### config.mk
export PLATFORM = sky130hd
export DESIGN_NAME = watchdog_and_reset_flags
export DESIGN_NICKNAME = d
export VERILOG_FILES = /design/src/core/watchdog_and_reset_flags.v
export VERILOG_INCLUDE_DIRS = /design/src /design/src/shared
export SDC_FILE = /design/constraint.sdc
export NUM_CORES = 1
export LEC_CHECK = 0
export BUFFER_PORTS_ARGS = -buffer_cell sky130_fd_sc_hd__buf_2
export CAP_MARGIN = 20
export CORE_AREA = 3 3 94 96
export CTS_CLUSTER_DIAMETER = 80
export DETAILED_ROUTE_END_ITERATION = 7
export DIE_AREA = 0 0 97 99
export PLACE_DENSITY = 0.79
export SYNTH_ARGS = -nofsm -noshare
export SYNTH_HDL_FRONTEND = slang
export SYNTH_SLANG_ARGS = --single-unit
### constraint.sdc
create_clock -name aclk -period 6.2 [get_ports aclk]
set_clock_uncertainty 0.15 [all_clocks]
set_input_delay 0.31 -clock aclk [delete_from_list [all_inputs] [get_ports aclk]]
set_output_delay 0.31 -clock aclk [all_outputs]
set_load 0.05 [all_outputs]
### src/shared/watchdog_defines.vh
// Purpose: Constants for the watchdog and reset-cause flag block
// Assumes: Included by its bare name from the core design file
// Notes: Register indices are multiplied by four to form byte addresses
`ifndef WATCHDOG_DEFINES_VH
`define WATCHDOG_DEFINES_VH

// --------------------------------------------------------------------
// Register indices and byte addresses
// --------------------------------------------------------------------
`define WD_CTRL_INDEX 8'h21
`define RST_FLAGS_INDEX 8'h34
`define WD_CTRL_ADDR 12'h084
`define RST_FLAGS_ADDR 12'h0D0

// --------------------------------------------------------------------
// Control and status field positions
// --------------------------------------------------------------------
`define WD_IRQ_FLAG_BIT 7
`define WD_IRQ_ENABLE_BIT 6
`define WD_PRESCALE_HI_BIT 5
`define WD_CHANGE_ENABLE_BIT 4
`define WD_ENABLE_BIT 3

// Reset-cause field positions
`define WD_CAUSE_BIT 3
`define BROWNOUT_CAUSE_BIT 2
`define EXT_CAUSE_BIT 1
`define POWERON_CAUSE_BIT 0

// --------------------------------------------------------------------
// Reset values
// --------------------------------------------------------------------
`define WD_PRESCALE_RESET 4'h0
`define RST_FLAGS_RESET 4'h1

// --------------------------------------------------------------------
// Timing
// --------------------------------------------------------------------
`define CLK_FREQ_HZ 50000000
`define WD_OSC_FREQ_HZ 128000
`define WD_SEQ_CYCLES 3'h4
`define WD_BASE_CYCLES 21'h000800
`define WD_PRESCALE_MAX 4'h9
`define RESET_DELAY_DEFAULT 16

`endif

### src/core/watchdog_and_reset_flags.v
// Purpose: Watchdog timer with safety levels and reset-cause flags behind AXI4-Lite
// Assumes: One 50 MHz clock; aresetn stands for the power-on reset
// Notes: The 128 kHz watchdog rate is a one-cycle enable from a divider
//   TICK_DIVISOR sets the system clocks per watchdog tick
//   Reserved prescale codes are stored as written but time as the longest
//   A chip reset keeps the cause flags; only aresetn resets them
//   The change window counts four system clocks from the opening write
//
// What this block does
// - Watchdog counter advances on dedicated 128 kHz tick
// - Restart instruction clears the watchdog counter
// - Disable or chip reset clears counter
// - Ten time-outs; reset-mode expiry resets chip
// - One-cycle reset pulse, delay starts after it
// - Fuse selects safety level and initial enable
// - Level 1: writing enable one enables at once
// - Level 1 disable needs four-cycle timed sequence
// - Level 2: enable reads one, prescaler timed
// - Level 2 prescaler write in window, enable ignored
// - Watchdog, brown-out, external flags set; zero clears
// - Power-on flag set at power-on; zero clears
// - Reset-cause bits 7 to 4 read zero
// - Interrupt flag set; vector or one clears
// - Interrupt request needs flag, enable, global enable
// - Irq enable without enable: interrupt, no reset
// - Both set: interrupt, hardware clears irq enable
// - Brown-out asserts reset at once, delayed release
// - Change enable clears itself four cycles later
// - Level 1: watchdog cause flag forces enable
// - Prescale code 0 gives 2K, doubling to 1024K
`include "watchdog_defines.vh"

module watchdog_and_reset_flags #(
  parameter RESET_DELAY_CYCLES = `RESET_DELAY_DEFAULT,
  parameter TICK_DIVISOR = `CLK_FREQ_HZ / `WD_OSC_FREQ_HZ
) (
  input wire aclk,
  input wire aresetn,
  input wire [11:0] s_axi_awaddr,
  input wire s_axi_awvalid,
  output reg s_axi_awready,
  input wire [31:0] s_axi_wdata,
  input wire [3:0] s_axi_wstrb,
  input wire s_axi_wvalid,
  output reg s_axi_wready,
  output reg [1:0] s_axi_bresp,
  output reg s_axi_bvalid,
  input wire s_axi_bready,
  input wire [11:0] s_axi_araddr,
  input wire s_axi_arvalid,
  output reg s_axi_arready,
  output reg [31:0] s_axi_rdata,
  output reg [1:0] s_axi_rresp,
  output reg s_axi_rvalid,
  input wire s_axi_rready,
  input wire safety_level_fuse,
  input wire wd_restart_instr,
  input wire irq_vector_taken,
  input wire cpu_global_irq_enable,
  input wire brownout_enable,
  input wire brownout_low,
  input wire ext_reset_req,
  output reg wd_irq_request,
  output reg wd_reset_pulse,
  output reg chip_reset
);

  // ------------------------------------------------------------------
  // Derived constants
  // ------------------------------------------------------------------
  // Divider reload and delay end point, cut to the counter widths
  localparam integer TICK_LAST_INT = TICK_DIVISOR - 1;
  localparam integer DELAY_LAST_INT = RESET_DELAY_CYCLES - 1;
  localparam [8:0] TICK_DIV = TICK_LAST_INT[8:0];
  localparam [15:0] DELAY_LAST = DELAY_LAST_INT[15:0];

  // ------------------------------------------------------------------
  // State
  // ------------------------------------------------------------------
  // Counters, control fields and cause flags
  reg [8:0] tick_cnt;
  reg wd_tick;
  reg [19:0] wd_count;
  reg wd_irq_flag;
  reg wd_irq_enable;
  reg wd_enable_bit;
  reg [3:0] wd_prescale_sel;
  reg [2:0] seq_cnt;
  reg wd_reset_cause_flag;
  reg brownout_cause_flag;
  reg ext_reset_cause_flag;
  reg poweron_cause_flag;
  reg [15:0] delay_cnt;
  reg delay_run;

  // Effective enable as software and the counter see it
  wire level2 = safety_level_fuse;
  wire wd_enable_eff = level2 | wd_enable_bit | wd_reset_cause_flag;
  wire wd_running = wd_enable_eff | wd_irq_enable;
  wire seq_open = (seq_cnt != 3'h0);

  // Time-out length in ticks; reserved codes fall to the longest
  wire [3:0] sel_eff = (wd_prescale_sel > `WD_PRESCALE_MAX) ? `WD_PRESCALE_MAX :
                       wd_prescale_sel;
  wire [20:0] limit = `WD_BASE_CYCLES << sel_eff;
  wire [19:0] last_count = limit[19:0] - 20'h00001;
  wire wd_timeout = wd_tick & wd_running & (wd_count == last_count) & ~chip_reset;

  // Watchdog reset and interrupt events, and brown-out
  wire wd_reset_event = wd_timeout & wd_enable_eff & ~wd_irq_enable;
  wire wd_irq_event = wd_timeout & wd_irq_enable;
  wire bo_active = brownout_enable & brownout_low;

  // ------------------------------------------------------------------
  // AXI4-Lite write decode
  // ------------------------------------------------------------------
  // Write strobes per register; lane 0 carries the byte
  wire wr_fire = s_axi_awvalid & s_axi_awready & s_axi_wvalid & s_axi_wready;
  wire wr_lane0 = wr_fire & s_axi_wstrb[0];
  wire wr_ctrl = wr_lane0 & (s_axi_awaddr == `WD_CTRL_ADDR);
  wire wr_flags = wr_lane0 & (s_axi_awaddr == `RST_FLAGS_ADDR);
  wire wr_mapped = (s_axi_awaddr == `WD_CTRL_ADDR) | (s_axi_awaddr == `RST_FLAGS_ADDR);
  wire [7:0] wbyte = s_axi_wdata[7:0];
  wire [3:0] wsel = {wbyte[`WD_PRESCALE_HI_BIT], wbyte[2:0]};
  wire w_ce = wbyte[`WD_CHANGE_ENABLE_BIT];
  wire w_en = wbyte[`WD_ENABLE_BIT];
  wire seq_start = wr_ctrl & w_ce & w_en;
  wire seq_commit = wr_ctrl & ~w_ce & seq_open;

  // Register read views
  wire [7:0] ctrl_view = {wd_irq_flag, wd_irq_enable, wd_prescale_sel[3], seq_open,
                          wd_enable_eff, wd_prescale_sel[2:0]};
  wire [7:0] flags_view = {4'h0, wd_reset_cause_flag, brownout_cause_flag,
                           ext_reset_cause_flag, poweron_cause_flag};

  // ------------------------------------------------------------------
  // Watchdog rate divider
  // ------------------------------------------------------------------
  // One-cycle tick every TICK_DIVISOR system clocks
  always @(posedge aclk) begin
    if (!aresetn) begin
      tick_cnt <= 9'h000;
      wd_tick <= 1'b0;
    end else if (tick_cnt == TICK_DIV) begin
      tick_cnt <= 9'h000;
      wd_tick <= 1'b1;
    end else begin
      tick_cnt <= tick_cnt + 9'h001;
      wd_tick <= 1'b0;
    end
  end

  // ------------------------------------------------------------------
  // Watchdog counter
  // ------------------------------------------------------------------
  // Tick and events share the system clock, so no event is lost or doubled
  always @(posedge aclk) begin
    if (!aresetn) begin
      wd_count <= 20'h00000;
    end else if (chip_reset || !wd_running) begin
      wd_count <= 20'h00000;
    end else if (wd_restart_instr) begin
      wd_count <= 20'h00000;
    end else if (wd_timeout) begin
      wd_count <= 20'h00000;
    end else if (wd_tick) begin
      wd_count <= wd_count + 20'h00001;
    end
  end

  // ------------------------------------------------------------------
  // Timed-sequence window
  // ------------------------------------------------------------------
  // Change enable stays readable for four cycles then closes
  always @(posedge aclk) begin
    if (!aresetn || chip_reset) begin
      seq_cnt <= 3'h0;
    end else if (seq_start) begin
      seq_cnt <= `WD_SEQ_CYCLES;
    end else if (seq_commit) begin
      seq_cnt <= 3'h0;
    end else if (seq_open) begin
      seq_cnt <= seq_cnt - 3'h1;
    end
  end

  // ------------------------------------------------------------------
  // Control and status register
  // ------------------------------------------------------------------
  // Enable, prescaler, interrupt enable and interrupt flag
  always @(posedge aclk) begin
    if (!aresetn || chip_reset) begin
      wd_enable_bit <= 1'b0;
      wd_prescale_sel <= `WD_PRESCALE_RESET;
      wd_irq_enable <= 1'b0;
    end else begin
      if (wr_ctrl) begin
        wd_irq_enable <= wbyte[`WD_IRQ_ENABLE_BIT];
        // Level 1 takes the prescaler freely; level 2 only on commit
        if (!level2) begin
          wd_prescale_sel <= wsel;
          if (w_en) begin
            wd_enable_bit <= 1'b1;
          end else if (seq_commit) begin
            wd_enable_bit <= 1'b0;
          end
        end else if (seq_commit) begin
          wd_prescale_sel <= wsel;
        end
      end
      if (wd_irq_event && wd_enable_eff) begin
        wd_irq_enable <= 1'b0;
      end
      // Level 1: a set watchdog cause flag holds the enable bit on
      if (!level2 && wd_reset_cause_flag) begin
        wd_enable_bit <= 1'b1;
      end
    end
  end

  // Interrupt flag: hardware set wins over any clear
  always @(posedge aclk) begin
    if (!aresetn || chip_reset) begin
      wd_irq_flag <= 1'b0;
    end else if (wd_irq_event) begin
      wd_irq_flag <= 1'b1;
    end else if (irq_vector_taken) begin
      wd_irq_flag <= 1'b0;
    end else if (wr_ctrl && wbyte[`WD_IRQ_FLAG_BIT]) begin
      wd_irq_flag <= 1'b0;
    end
  end

  // Interrupt request to the processor
  always @(posedge aclk) begin
    if (!aresetn) begin
      wd_irq_request <= 1'b0;
    end else begin
      wd_irq_request <= wd_irq_flag & wd_irq_enable & cpu_global_irq_enable;
    end
  end

  // ------------------------------------------------------------------
  // Reset generation
  // ------------------------------------------------------------------
  // One-cycle watchdog reset pulse
  always @(posedge aclk) begin
    if (!aresetn) begin
      wd_reset_pulse <= 1'b0;
    end else begin
      wd_reset_pulse <= wd_reset_event;
    end
  end

  // Chip reset held by sources, then stretched by the delay counter
  always @(posedge aclk) begin
    if (!aresetn) begin
      chip_reset <= 1'b0;
      delay_run <= 1'b0;
      delay_cnt <= 16'h0000;
    end else if (bo_active || ext_reset_req || wd_reset_event) begin
      chip_reset <= 1'b1;
      delay_run <= 1'b0;
      delay_cnt <= 16'h0000;
    end else if (chip_reset && !delay_run && !wd_reset_pulse) begin
      delay_run <= 1'b1;
      delay_cnt <= 16'h0000;
    end else if (delay_run) begin
      if (delay_cnt == DELAY_LAST) begin
        delay_run <= 1'b0;
        chip_reset <= 1'b0;
      end else begin
        delay_cnt <= delay_cnt + 16'h0001;
      end
    end
  end

  // ------------------------------------------------------------------
  // Reset-cause flags
  // ------------------------------------------------------------------
  // Sources set their flag; a set in the cycle of a clearing write wins
  always @(posedge aclk) begin
    if (!aresetn) begin
      {wd_reset_cause_flag, brownout_cause_flag, ext_reset_cause_flag,
       poweron_cause_flag} <= `RST_FLAGS_RESET;
    end else begin
      if (wd_reset_event) begin
        wd_reset_cause_flag <= 1'b1;
      end else if (wr_flags && !wbyte[`WD_CAUSE_BIT]) begin
        wd_reset_cause_flag <= 1'b0;
      end
      if (bo_active) begin
        brownout_cause_flag <= 1'b1;
      end else if (wr_flags && !wbyte[`BROWNOUT_CAUSE_BIT]) begin
        brownout_cause_flag <= 1'b0;
      end
      if (ext_reset_req) begin
        ext_reset_cause_flag <= 1'b1;
      end else if (wr_flags && !wbyte[`EXT_CAUSE_BIT]) begin
        ext_reset_cause_flag <= 1'b0;
      end
      // Power-on flag clears only by software
      if (wr_flags && !wbyte[`POWERON_CAUSE_BIT]) begin
        poweron_cause_flag <= 1'b0;
      end
    end
  end

  // ------------------------------------------------------------------
  // AXI4-Lite slave
  // ------------------------------------------------------------------
  // Write: address and data taken together, response next cycle
  always @(posedge aclk) begin
    if (!aresetn) begin
      s_axi_awready <= 1'b0;
      s_axi_wready <= 1'b0;
      s_axi_bvalid <= 1'b0;
      s_axi_bresp <= 2'h0;
    end else begin
      s_axi_awready <= 1'b0;
      s_axi_wready <= 1'b0;
      // Response follows the handshake; ready waits for both valids
      if (wr_fire) begin
        s_axi_bvalid <= 1'b1;
        s_axi_bresp <= wr_mapped ? 2'h0 : 2'h2;
      end else if (s_axi_bvalid && s_axi_bready) begin
        s_axi_bvalid <= 1'b0;
      end else if (s_axi_awvalid && s_axi_wvalid && !s_axi_bvalid && !s_axi_awready) begin
        s_axi_awready <= 1'b1;
        s_axi_wready <= 1'b1;
      end
    end
  end

  // Read: address taken, data one cycle later
  always @(posedge aclk) begin
    if (!aresetn) begin
      s_axi_arready <= 1'b0;
      s_axi_rvalid <= 1'b0;
      s_axi_rdata <= 32'h00000000;
      s_axi_rresp <= 2'h0;
    end else begin
      s_axi_arready <= 1'b0;
      if (s_axi_arvalid && s_axi_arready) begin
        s_axi_rvalid <= 1'b1;
        // Decode the byte address of the register
        case (s_axi_araddr)
          `WD_CTRL_ADDR: begin
            s_axi_rdata <= {24'h000000, ctrl_view};
            s_axi_rresp <= 2'h0;
          end
          `RST_FLAGS_ADDR: begin
            s_axi_rdata <= {24'h000000, flags_view};
            s_axi_rresp <= 2'h0;
          end
          default: begin
            s_axi_rdata <= 32'h00000000;
            s_axi_rresp <= 2'h2;
          end
        endcase
      end else if (s_axi_rvalid && s_axi_rready) begin
        s_axi_rvalid <= 1'b0;
      end else if (s_axi_arvalid && !s_axi_rvalid && !s_axi_arready) begin
        s_axi_arready <= 1'b1;
      end
    end
  end

endmodule // watchdog_and_reset_flags

==> reports/qor.yml, run 1 <==
place_inst: 617
cts.path.max_buffers: 2
rsz0062_at_grt: "no"
min_period_ns: 3.91
synth-main-ff-cell: "dfxtp_1"
ys_types: 57
hp-start: "s_axi_awvalid"
drtAntennaViolNets: 0
area_delta_synth_final_pct: 10.2
post-route-period-util_pct: 63.1
hold_ws_ns: 0.0444
core_area_sq_mm: 0.00813
setup_slack_ns: 2.29
io_buffers: 64
hold_violations: 0
worst_pin_slew_ns: 0.887
total_power_mw: 1.07
setup_viol: 0
antenna_found_initial: 0
slowest_stage: "nor4bb_4"
clkTransAtPathRegs_ns: 0.08
grt.total_usage_pct: 19.4
synthCells: 470
critPathKind: "flop to flop"
arrival_ns: 3.96
ctsHoldBuffers: 0
cts_tree: "built"
die_h_um: 99
crit_path_end_kind: "flop"
status: "finished, final reports clean"
ys.warnings.count: 0
cp_top_family: "simple AND/OR/NAND/NOR gates"
initialDrtViolationCount: 132
final.setup.tns_ns: 0
antenna_cells: 0
path_cells: "nor4_2, inv_1, ha_1, xnor2_1, or4_1, nor4_1, nor4bb_4, buf_4, a211oi_1"
cts_resized: 0
pre_cts_ws_ns: 2.30
start_util_pct: 51.8
gp_congestion: 0.833
synthTopCellsByArea: "dfxtp_1 37%, xor2_1 6.0%, buf_4 5.2%"
start_kind: "flop"
first_pass_iters: 4
maxSlewHeadroom_pct: 40.7
path_max_fanout: 27
max_freq_mhz: 255
grt_pass1_vias: 3388
cts_made_buffers: 9
num_rows: 33
dp_hpwl_um: 6770
min_path_type: "primary input to flop"
synth.most_common_cell: "dfxtp_1"
startpoint: "wd_prescale_sel[3]$_SDFFE_PP0P_"
crit_buf_inv: 2
cts_root_buf: "clkbuf_8"
ys_seq_elements: 78
ys_seq_area_share_pct: 37.1
grt.overflow.total: 0
rr_startpoint: "wd_prescale_sel[3]$_SDFFE_PP0P_"
wl_um: 9170
fin_util_pct: 57.1
power_density_mw_per_mm2: 230
finalNetCount: 604
yosysTopAreaCell: "dfxtp_1"
final_cell_area_sq_mm: 0.00464
clock_latency_ns: 0.35
yosys.area.top_type_share_pct: 37.1
dpl_cell_area_sq_mm: 0.00445
die_width_um: 97
io_pins: 118
postCtsSetupRepairBufs: 0
drc: 0
async_reset_ff_share_pct: 0
max_stage_delay_ns: 0.65
grt_start_max_net_pins: 28
syn_area_sq_mm: 0.00421
cts.sinks: 78
syn_avg_cell_area_sq_um: 8.96
grt_pass1_wl_um: 15500
die_area_sq_mm: 0.00960
vias: 3513
layout-drive-gt1-share_pct: 19.9
p_leak_nw: 1.76
viasPerCell: 5.56
routedWlPerCell_um: 14.5
ir_drop_uv: 110
htreeDepth: 3
critical_path_required_ns: 6.24
layout.cells.non_filler: 632
ys_top_cells_by_count: "78 x dfxtp_1, 36 x nor2_1, 32 x nor3_1"
maxCapViolations: 0
maxSlewViolCount: 0
synth_edf_count: 0
-- report_power, final --
group	total (mW)	leakage, nW	internal [mW]	switching [mW]
sequential	0.522	0.631	0.513	0.00852
clock	0.384	0.0948	0.195	0.189
combinational	0.164	1.04	0.0505	0.113
-- registers in the layout (all words and copies together), names as in the netlist, 3 cells and up --
name / flops
delay_cnt: 16
tick_cnt: 9
wd_prescale_sel: 4
wd_count: 20
s_axi_rdata: 8
seq_cnt: 3
-- per-layer routing --
metal  track usage [%]  routed length, um  vias up
met4              9.07                199        0
met1              23.2               4010     1664
met2              33.4               4560       84
li1                  -                  -     1746
met5                 0                  0        -
met3              4.18                403       19
-- kinds of logic after synthesis --
kind of cell	Yosys count	share of synthesized area [%]
and+or+nand+nor	204	28.0
DFF	78	37.1
AOI/OAI and AO/OA	66	12.0
buffers and inverters	59	9.00
xor gates and xnor gates	47	9.77
muxes	8	1.90
adders and majority gates	7	2.08
other	1	0.0890
-- path summary, 6_finish.rpt --
check | endpoint | slack [ns] | cells past startpoint
min | s_axi_wready$_SDFF_PP0_ | 0.04 | 3
min reg2reg | s_axi_arready$_SDFF_PP0_ | 0.30 | 1
max | delay_cnt[0]$_SDFFE_PP0P_ | 2.29 | 9
max reg2reg | delay_cnt[0]$_SDFFE_PP0P_ | 2.29 | 9
-- worst register-to-register path, cell delays in order (launching register included) --
cell and delay, ns:
dfxtp_1 0.51, nor4_2 0.42, inv_1 0.09, ha_1 0.32, xnor2_1 0.15, or4_1 0.53
nor4_1 0.34, nor4bb_4 0.65, buf_4 0.46, a211oi_1 0.14
-- layout make-up --
type / instances / area, sq um
clock buffer: 10 / 138
timing repair buffer: 66 / 335
inverter: 10 / 37.5
clock inverter: 5 / 58.8
multi-input combinational: 358 / 2380
fill: 736 / 3490
tap: 105 / 131
sequential: 78 / 1560
-- cell usage in the layout (no fill, tap or decap), drive strengths merged, types with 12 or more instances in the layout --
cell type and instances:
a21oi 19, conb 26, xor2 29, nor3 32
dfxtp 78, nand4 14, nor4 12, buf 66
nand3 29, nor2 36, xnor2 18, a211oi 19
nand2 26
No activity file was read; power rests on OpenSTA's default activity.
==> inputs of run 2 (changes only) <==
Settings changed: ABC_AREA set to 1, CORE_AREA 3 3 94 96 to 3 3 100 102, DIE_AREA 0 0 97 99 to 0 0 103 105, PLACE_DENSITY 0.79 to 0.76.
Clock period 6.2 ns to 3.6 ns, I/O delays scaled along.
==> run 2 against run 1 <==
Compared with the run above:
- setup slack worse by 1.2 ns
- sequential power up 71%
- cell count up 34%
- critical path type unchanged
- synthesized cell count up 38%
==> reports/qor.yml, run 2 <==
cp_top_family: "simple AND/OR/NAND/NOR gates"  # unchanged
largest_reg_flops: 20  # unchanged
dp_hpwl_um: 7260  # was 6770 um
multi_input_area_sq_mm: 0.00229  # was 0.00238 sq mm
maxSlewHeadroom_pct: 59.0  # was 40.7%
synthTopCellsByArea: "dfxtp_1 35%, nand2_1 11%, inv_1 8.3%"  # was dfxtp_1 37%, xor2_1 6.0%, buf_4 5.2%
min_path_type: "primary input to flop"  # unchanged
hold_violations: 0  # unchanged
layout-drive-gt1-share_pct: 13.7  # was 19.9%
r2r-end: "wd_count[17]$_SDFFE_PP0P_"  # was delay_cnt[0]$_SDFFE_PP0P_
drtAntennaViolNets: 0  # unchanged
cts_made_buffers: 9  # unchanged
grt_pass1_vias: 4099  # was 3,388
grt_busiest_layer: "met2"  # unchanged
arrival_ns: 2.61  # was 3.96 ns
p_leak_nw: 2.14  # was 1.76 nW
wl_um: 9920  # was 9170 um
core_area_sq_mm: 0.00920  # was 0.00813 sq mm
grt.total_usage_pct: 19.8  # was 19.4%
yosys.area_share.adder_pct: 1.99  # was 2.08%
gp_congestion: 0.910  # was 0.833
postCtsSetupRepairBufs: 0  # unchanged
path_cells: "nor2_1, nand2_1, ha_1, nand2_1, nand2_1, nor2_1, nand2_1, nor2_1, nand2_1, nor2_1, and2_1, nand3b_4, nor2_1"  # was nor4_2, inv_1, ha_1, xnor2_1, or4_1, nor4_1, nor4bb_4, buf_4, a211oi_1
rr_startpoint: "wd_prescale_sel[1]$_SDFFE_PP0P_"  # was wd_prescale_sel[3]$_SDFFE_PP0P_
maxCapViolations: 0  # unchanged
regMostFlops: "wd_count"  # unchanged
total_power_mw: 1.89  # was 1.07 mW
use_met2_pct: 32.5  # was 33.4%
ys_top_cells_by_count: "126 x nand2_1, 97 x inv_1, 92 x nor2_1, 78 x dfxtp_1, 40 x nand3_1"  # was 78 x dfxtp_1, 36 x nor2_1, 32 x nor3_1
ir_drop_uv: 271  # was 110 uV
synthMuxAreaShare_pct: 0.228  # was 1.90%
critical_path_required_ns: 3.68  # was 6.24 ns
ys_seq_elements: 78  # unchanged
synthCells: 649  # was 470
syn_area_sq_mm: 0.00440  # was 0.00421 sq mm
finalNetCount: 813  # was 604
synth_simple_gate_area_share_pct: 33.8  # was 28.0%
synth.most_common_cell: "nand2_1"  # was dfxtp_1
num_rows: 35  # was 33
synth-compound-area-share_pct: 8.08  # was 12.0%
drc: 0  # unchanged
final_common_cell: "nand2_1"  # was dfxtp_1
maxSlewViolCount: 0  # unchanged
hp-start: "aresetn"  # was s_axi_awvalid
final_cell_mix: "126 x nand2_1, 97 x inv_1, 92 x nor2_1"  # was 78 x dfxtp_1, 64 x buf_2, 36 x nor2_1
post-route-period-util_pct: 70.4  # was 63.1%
slowest_stage: "dfxtp_1"  # was nor4bb_4
start_util_pct: 47.8  # was 51.8%
cts_resized: 0  # unchanged
area_delta_synth_final_pct: 16.3  # was 10.2%
die_area_sq_mm: 0.0108  # was 0.00960 sq mm
synth_top_family_by_area: "simple AND/OR/NAND/NOR gates"  # unchanged
grt.overflow.total: 0  # unchanged
holdPathEnd: "poweron_cause_flag$_SDFFE_PN1P_"  # was s_axi_wready$_SDFF_PP0_
min_period_ns: 2.53  # was 3.91 ns
viasPerCell: 4.92  # was 5.56
fillers: 846  # was 736
crit_path_end_kind: "flop"  # unchanged
synthXorXnorAreaFrac_pct: 5.77  # was 9.77%
crit_buf_inv: 0  # was 2
synth_edf_count: 0  # unchanged
grt_util_met1_pct: 24.5  # was 23.2%
critPathKind: "flop to flop"  # unchanged
antenna_found_initial: 0  # unchanged
max_stage_delay_ns: 0.38  # was 0.65 ns
async_reset_ff_share_pct: 0  # unchanged
cts.path.max_buffers: 2  # unchanged
antenna_cells: 0  # unchanged
clock_latency_ns: 0.36  # was 0.35 ns
io_buffers: 64  # unchanged
io_pins: 118  # unchanged
die_h_um: 105  # was 99 um
final.setup.tns_ns: 0  # unchanged
grt_pass1_wl_um: 17700  # was 15,500 um
ff_latch_area_sq_mm: 0.00156  # unchanged
die_width_um: 103  # was 97 um
yosys.area.top_type_share_pct: 35.5  # was 37.1%
cts.sinks: 78  # unchanged
synth-main-ff-cell: "dfxtp_1"  # unchanged
syn_avg_cell_area_sq_um: 6.78  # was 8.96 sq um
reg.largest.list: "wd_count (20), delay_cnt (16), tick_cnt (9)"  # unchanged
clkTransAtPathRegs_ns: 0.08  # about the same
worst_pin_slew_ns: 0.615  # was 0.887 ns
cts_root_buf: "clkbuf_8"  # unchanged
grt_start_max_net_pins: 25  # was 28
grt_util_met3_pct: 5.47  # was 4.18%
ys_types: 33  # was 57
vias: 4173  # was 3,513
reg2reg_depth: 13  # was 9
max_freq_mhz: 395  # was 255 MHz
routedWlPerCell_um: 11.7  # was 14.5 um
htreeDepth: 3  # unchanged
hold_path_depth: 2  # was 3
cts_tree: "built"  # unchanged
power_density_mw_per_mm2: 370  # was 230 mW/mm^2
setup_viol: 0  # unchanged
rsz0062_at_grt: "no"  # unchanged
path_max_fanout: 20  # was 27
yosysTopAreaCell: "dfxtp_1"  # unchanged
reg2reg_setup_slack_ns: 1.07  # was 2.29 ns
first_pass_iters: 6  # was 4
initialDrtViolationCount: 279  # was 132
ys.warnings.count: 0  # unchanged
status: "finished, final reports clean"  # unchanged
ys_seq_area_share_pct: 35.5  # was 37.1%
start_kind: "flop"  # unchanged
-- run 2: changes by cell type after synthesis, moves of 12 or more --
cell     delta
inv_1      +87
nor2_2     +12
o21ai_0    +28
nand2_1   +100
nor2_1     +56
nor3_1     -16
-- run 2: power by group --
part | internal [mW] | switching, mW
Sequential | 0.881 | 0.0127
Clock | 0.400 | 0.349
Combinational | 0.0718 | 0.178
-- run 2: worst max path at each step --
| stage | slack, ns | startpoint | cells past startpoint | endpoint |
|---|---|---|---|---|
| 6_report | 1.07 | wd_prescale_sel[1]$_SDFFE_PP0P_ | 13 | wd_count[17]$_SDFFE_PP0P_ |
| 3_3_place_gp | 1.13 | wd_prescale_sel[1]$_SDFFE_PP0P_ | 13 | wd_count[17]$_SDFFE_PP0P_ |
| 5_1_grt | 0.83 | wd_prescale_sel[2]$_SDFFE_PP0P_ | 12 | wd_count[17]$_SDFFE_PP0P_ |
| 3_5_place_dp | 1.08 | wd_prescale_sel[1]$_SDFFE_PP0P_ | 13 | wd_count[17]$_SDFFE_PP0P_ |
| 4_1_cts | 1.06 | wd_prescale_sel[1]$_SDFFE_PP0P_ | 13 | wd_count[17]$_SDFFE_PP0P_ |
| 2_1_floorplan | 1.38 | wd_prescale_sel[2]$_SDFFE_PP0P_ | 15 | wd_count[8]$_SDFFE_PP0P_ |
-- run 2: timing repair --
item	4_1_cts	5_1_grt
hold endpoints to repair	16	0
hold buffers	20	0
endpoints found under the setup margin	0	0
-- run 2: stage by stage --
step / instance area [sq um] / hold slack (ns) / instances / util [%] / setup slack [ns]
after global routing: 5120 / 0.0355 / 848 / 55.6 / 0.835
after global placement: 4690 / 0.268 / 812 / 51.0 / 1.13
after floorplan: 4490 / 0.149 / 674 / - / 1.38
final: 5120 / 0.0216 / 848 / 55.6 / 1.07
after detailed placement: 4690 / 0.277 / 812 / 51.0 / 1.08
after CTS: 5120 / 0.00951 / 848 / 55.6 / 1.06
-- run 2: area by class of cell --
class / instances / area share [%]
inverters: 98 / 7.19
well taps: 111 / 2.71
repair buffers: 85 / 10.3
multi-input cells: 460 / 44.8
clock inverters: 7 / 2.05
clock buffers: 9 / 2.42
flip-flops and latches: 78 / 30.5
-- run 2: logic make-up (layout without fill, tap and decap cells) --
logic type	after synthesis	in the layout
XOR/XNOR	29	29
buffers and inverters	136	199
other	1	26
adder cells (fa/ha/maj)	7	7
multiplexers	1	1
AO/OA/AOI/OAI	69	69
AND/OR/NAND/NOR	328	328
flip-flops	78	78
-- run 2: metal layers --
metal	share of wire [%]	up-vias
met5	0	-
met1	44	1824
met2	47	157
li1	-	2172
met4	2.2	0
met3	6.8	20
==> inputs of run 3 (changes only) <==
Settings changed: CORE_AREA 3 3 100 102 to 3 3 96 98, DIE_AREA 0 0 103 105 to 0 0 99 101, PLACE_DENSITY 0.76 to 0.78.
Clock period 3.6 ns to 2.6 ns, I/O delays scaled along.
==> run 3 against run 2 <==
Compared with the run above:
- register-to-register slack lost 0.80 ns
- maximum frequency grew 8.8%
- first-iteration DRC count grew 2.9%
- setup slack lost 0.80 ns
- power grew 33%
- clock power grew 22%
- die area shrank 7.5%
- hold slack gained 0.013 ns
- sequential power grew 39%
- critical path type unchanged
- largest cell class unchanged
- highest routed layer unchanged
==> reports/qor.yml, run 3 (synthesis results as in run 2) <==
max_freq_mhz: 429  # was 395 MHz
grt.overflow.total: 0  # unchanged
start_util_pct: 51.4  # was 47.8%
reg2reg_setup_slack_ns: 0.27  # was 1.07 ns
maxCapViolations: 0  # unchanged
clock_latency_ns: 0.36  # about the same
critPathKind: "flop to flop"  # unchanged
die_area_sq_mm: 0.0100  # was 0.0108 sq mm
grt_pass1_vias: 4071  # was 4,099
p_int_mw: 1.79  # was 1.35 mW
final_common_cell: "nand2_1"  # unchanged
hold_violations: 0  # unchanged
switchingPower_mw: 0.724  # was 0.539 mW
power.share.sequential_pct: 49.2  # was 47.2%
postCtsSetupRepairBufs: 0  # unchanged
vias: 4309  # was 4,173
grt_util_met1_pct: 24.4  # was 24.5%
path_max_fanout: 10  # was 20
grt_busiest_layer: "met2"  # unchanged
status: "finished, final reports clean"  # unchanged
cts.sinks: 78  # unchanged
drc: 0  # unchanged
critical_path_required_ns: 2.69  # was 3.68 ns
crit_path_end_kind: "flop"  # unchanged
min_period_ns: 2.33  # was 2.53 ns
cts_made_buffers: 9  # unchanged
maxSlewHeadroom_pct: 53.5  # was 59.0%
antenna_found_initial: 0  # unchanged
switching_share_pct: 28.8  # was 28.5%
initialDrtViolationCount: 287  # was 279
routedWlPerCell_um: 12.3  # was 11.7 um
gp_congestion: 0.881  # was 0.910
clkTransAtPathRegs_ns: 0.09  # was 0.08 ns
place_inst: 811  # was 812
io_pins: 118  # unchanged
post-route-period-util_pct: 89.6  # was 70.4%
dp_hpwl_um: 7400  # was 7260 um
p_leak_nw: 2.17  # was 2.14 nW
finalNetCount: 822  # was 813
grt.total_usage_pct: 21.0  # was 19.8%
layout-drive-gt1-share_pct: 15.0  # was 13.7%
area_delta_synth_final_pct: 18.6  # was 16.3%
cts_root_buf: "clkbuf_8"  # unchanged
largest_reg_flops: 20  # unchanged
use_met2_pct: 38.2  # was 32.5%
cts_tree: "built"  # unchanged
final.setup.tns_ns: 0  # unchanged
grt_pass1_wl_um: 17300  # was 17,700 um
io_buffers: 64  # unchanged
min_path_type: "primary input to flop"  # unchanged
wl_um: 10500  # was 9920 um
start_kind: "flop"  # unchanged
combPwrFrac_pct: 14.3  # was 13.2%
core_area_sq_mm: 0.00855  # was 0.00920 sq mm
die_width_um: 99  # was 103 um
regMostFlops: "wd_count"  # unchanged
pwr-share-clk_pct: 36.4  # was 39.6%
grt_start_max_net_pins: 25  # unchanged
setup_viol: 0  # unchanged
reg.largest.list: "wd_count (20), delay_cnt (16), tick_cnt (9)"  # unchanged
power_density_mw_per_mm2: 482  # was 370 mW/mm^2
ir_drop_uv: 360  # was 271 uV
arrival_ns: 2.42  # was 2.61 ns
worst_pin_slew_ns: 0.698  # was 0.615 ns
die_h_um: 101  # was 105 um
htreeDepth: 3  # unchanged
final_cell_mix: "126 x nand2_1, 96 x inv_1, 90 x nor2_1"  # was 126 x nand2_1, 97 x inv_1, 92 x nor2_1
grt_util_met3_pct: 5.19  # was 5.47%
drtAntennaViolNets: 0  # unchanged
viasPerCell: 5.05  # was 4.92
maxSlewViolCount: 0  # unchanged
first_pass_iters: 5  # was 6
cts.path.max_buffers: 2  # unchanged
antenna_cells: 0  # unchanged
layout.cells.non_filler: 854  # was 848
rsz0062_at_grt: "no"  # unchanged
num_rows: 34  # was 35
run 3: cell type report:
cell class                 count  area (sq um)
fill                         756          3330
multi-input combinational    463          2370
sequential                    78          1560
timing repair buffer          90           573
inverter                      98           372
clock buffer                  10           138
tap                          108           135
clock inverter                 6          61.3
timing repair inverter         1          7.51
run 3: per-stage QoR:
stage / utilization [%] / power, mW / hold slack, ns / worst slack (ns) / cell area (sq um)
5_1_grt: 61.0 / 2.62 / 0.0639 / 0.0283 / 5220
3_3_place_gp: 54.9 / 1.58 / 0.220 / 0.213 / 4700
2_1_floorplan: - / 1.54 / 0.0994 / 0.377 / 4490
6_report: 61.0 / 2.51 / 0.0345 / 0.271 / 5220
4_1_cts: 60.0 / 2.52 / 0.0112 / 0.0999 / 5130
3_5_place_dp: 54.9 / 1.59 / 0.221 / 0.151 / 4700
run 3: critical path: stages (launching register included):
cell      delay (ns)
dfxtp_2         0.37
nor2_4          0.15
nand2_1         0.09
ha_1            0.32
nand2_1         0.08
nand2_1         0.05
nor2_1          0.10
nand2_1         0.08
nor2_1          0.09
nand2_1         0.07
nor2_2          0.16
and2_2          0.23
nand3b_4        0.22
nor2_1          0.07
run 3: routing by layer:
layer  vias up  routed length, um
met5         -                  0
met1      1947               4400
met3        24                656
met2       133               5230
li1       2205                  -
met4         0                242
run 3: worst paths after layout:
kind / from / cells after the start / to
max: wd_prescale_sel[3]$_SDFFE_PP0P_ / 13 / wd_count[17]$_SDFFE_PP0P_
min reg2reg: s_axi_arready$_SDFF_PP0_ / 1 / s_axi_arready$_SDFF_PP0_
min: s_axi_wdata[6] / 5 / wd_irq_enable$_SDFFE_PP0P_
max reg2reg: wd_prescale_sel[3]$_SDFFE_PP0P_ / 13 / wd_count[17]$_SDFFE_PP0P_
run 3: power groups by stage:
stage	clock network, mW	logic [mW]	registers (mW)
after floorplan	0	0.239	1.30
after global placement	0	0.317	1.26
after detailed placement	0	0.323	1.27
after CTS	0.933	0.347	1.24
after global routing	0.982	0.396	1.24
final	0.916	0.360	1.24
run 3: timing repair:
action	CTS	global route
hold buffers	23	0
endpoints found under the hold margin	17	0
setup endpoints to repair	0	36
resized for setup	0	11
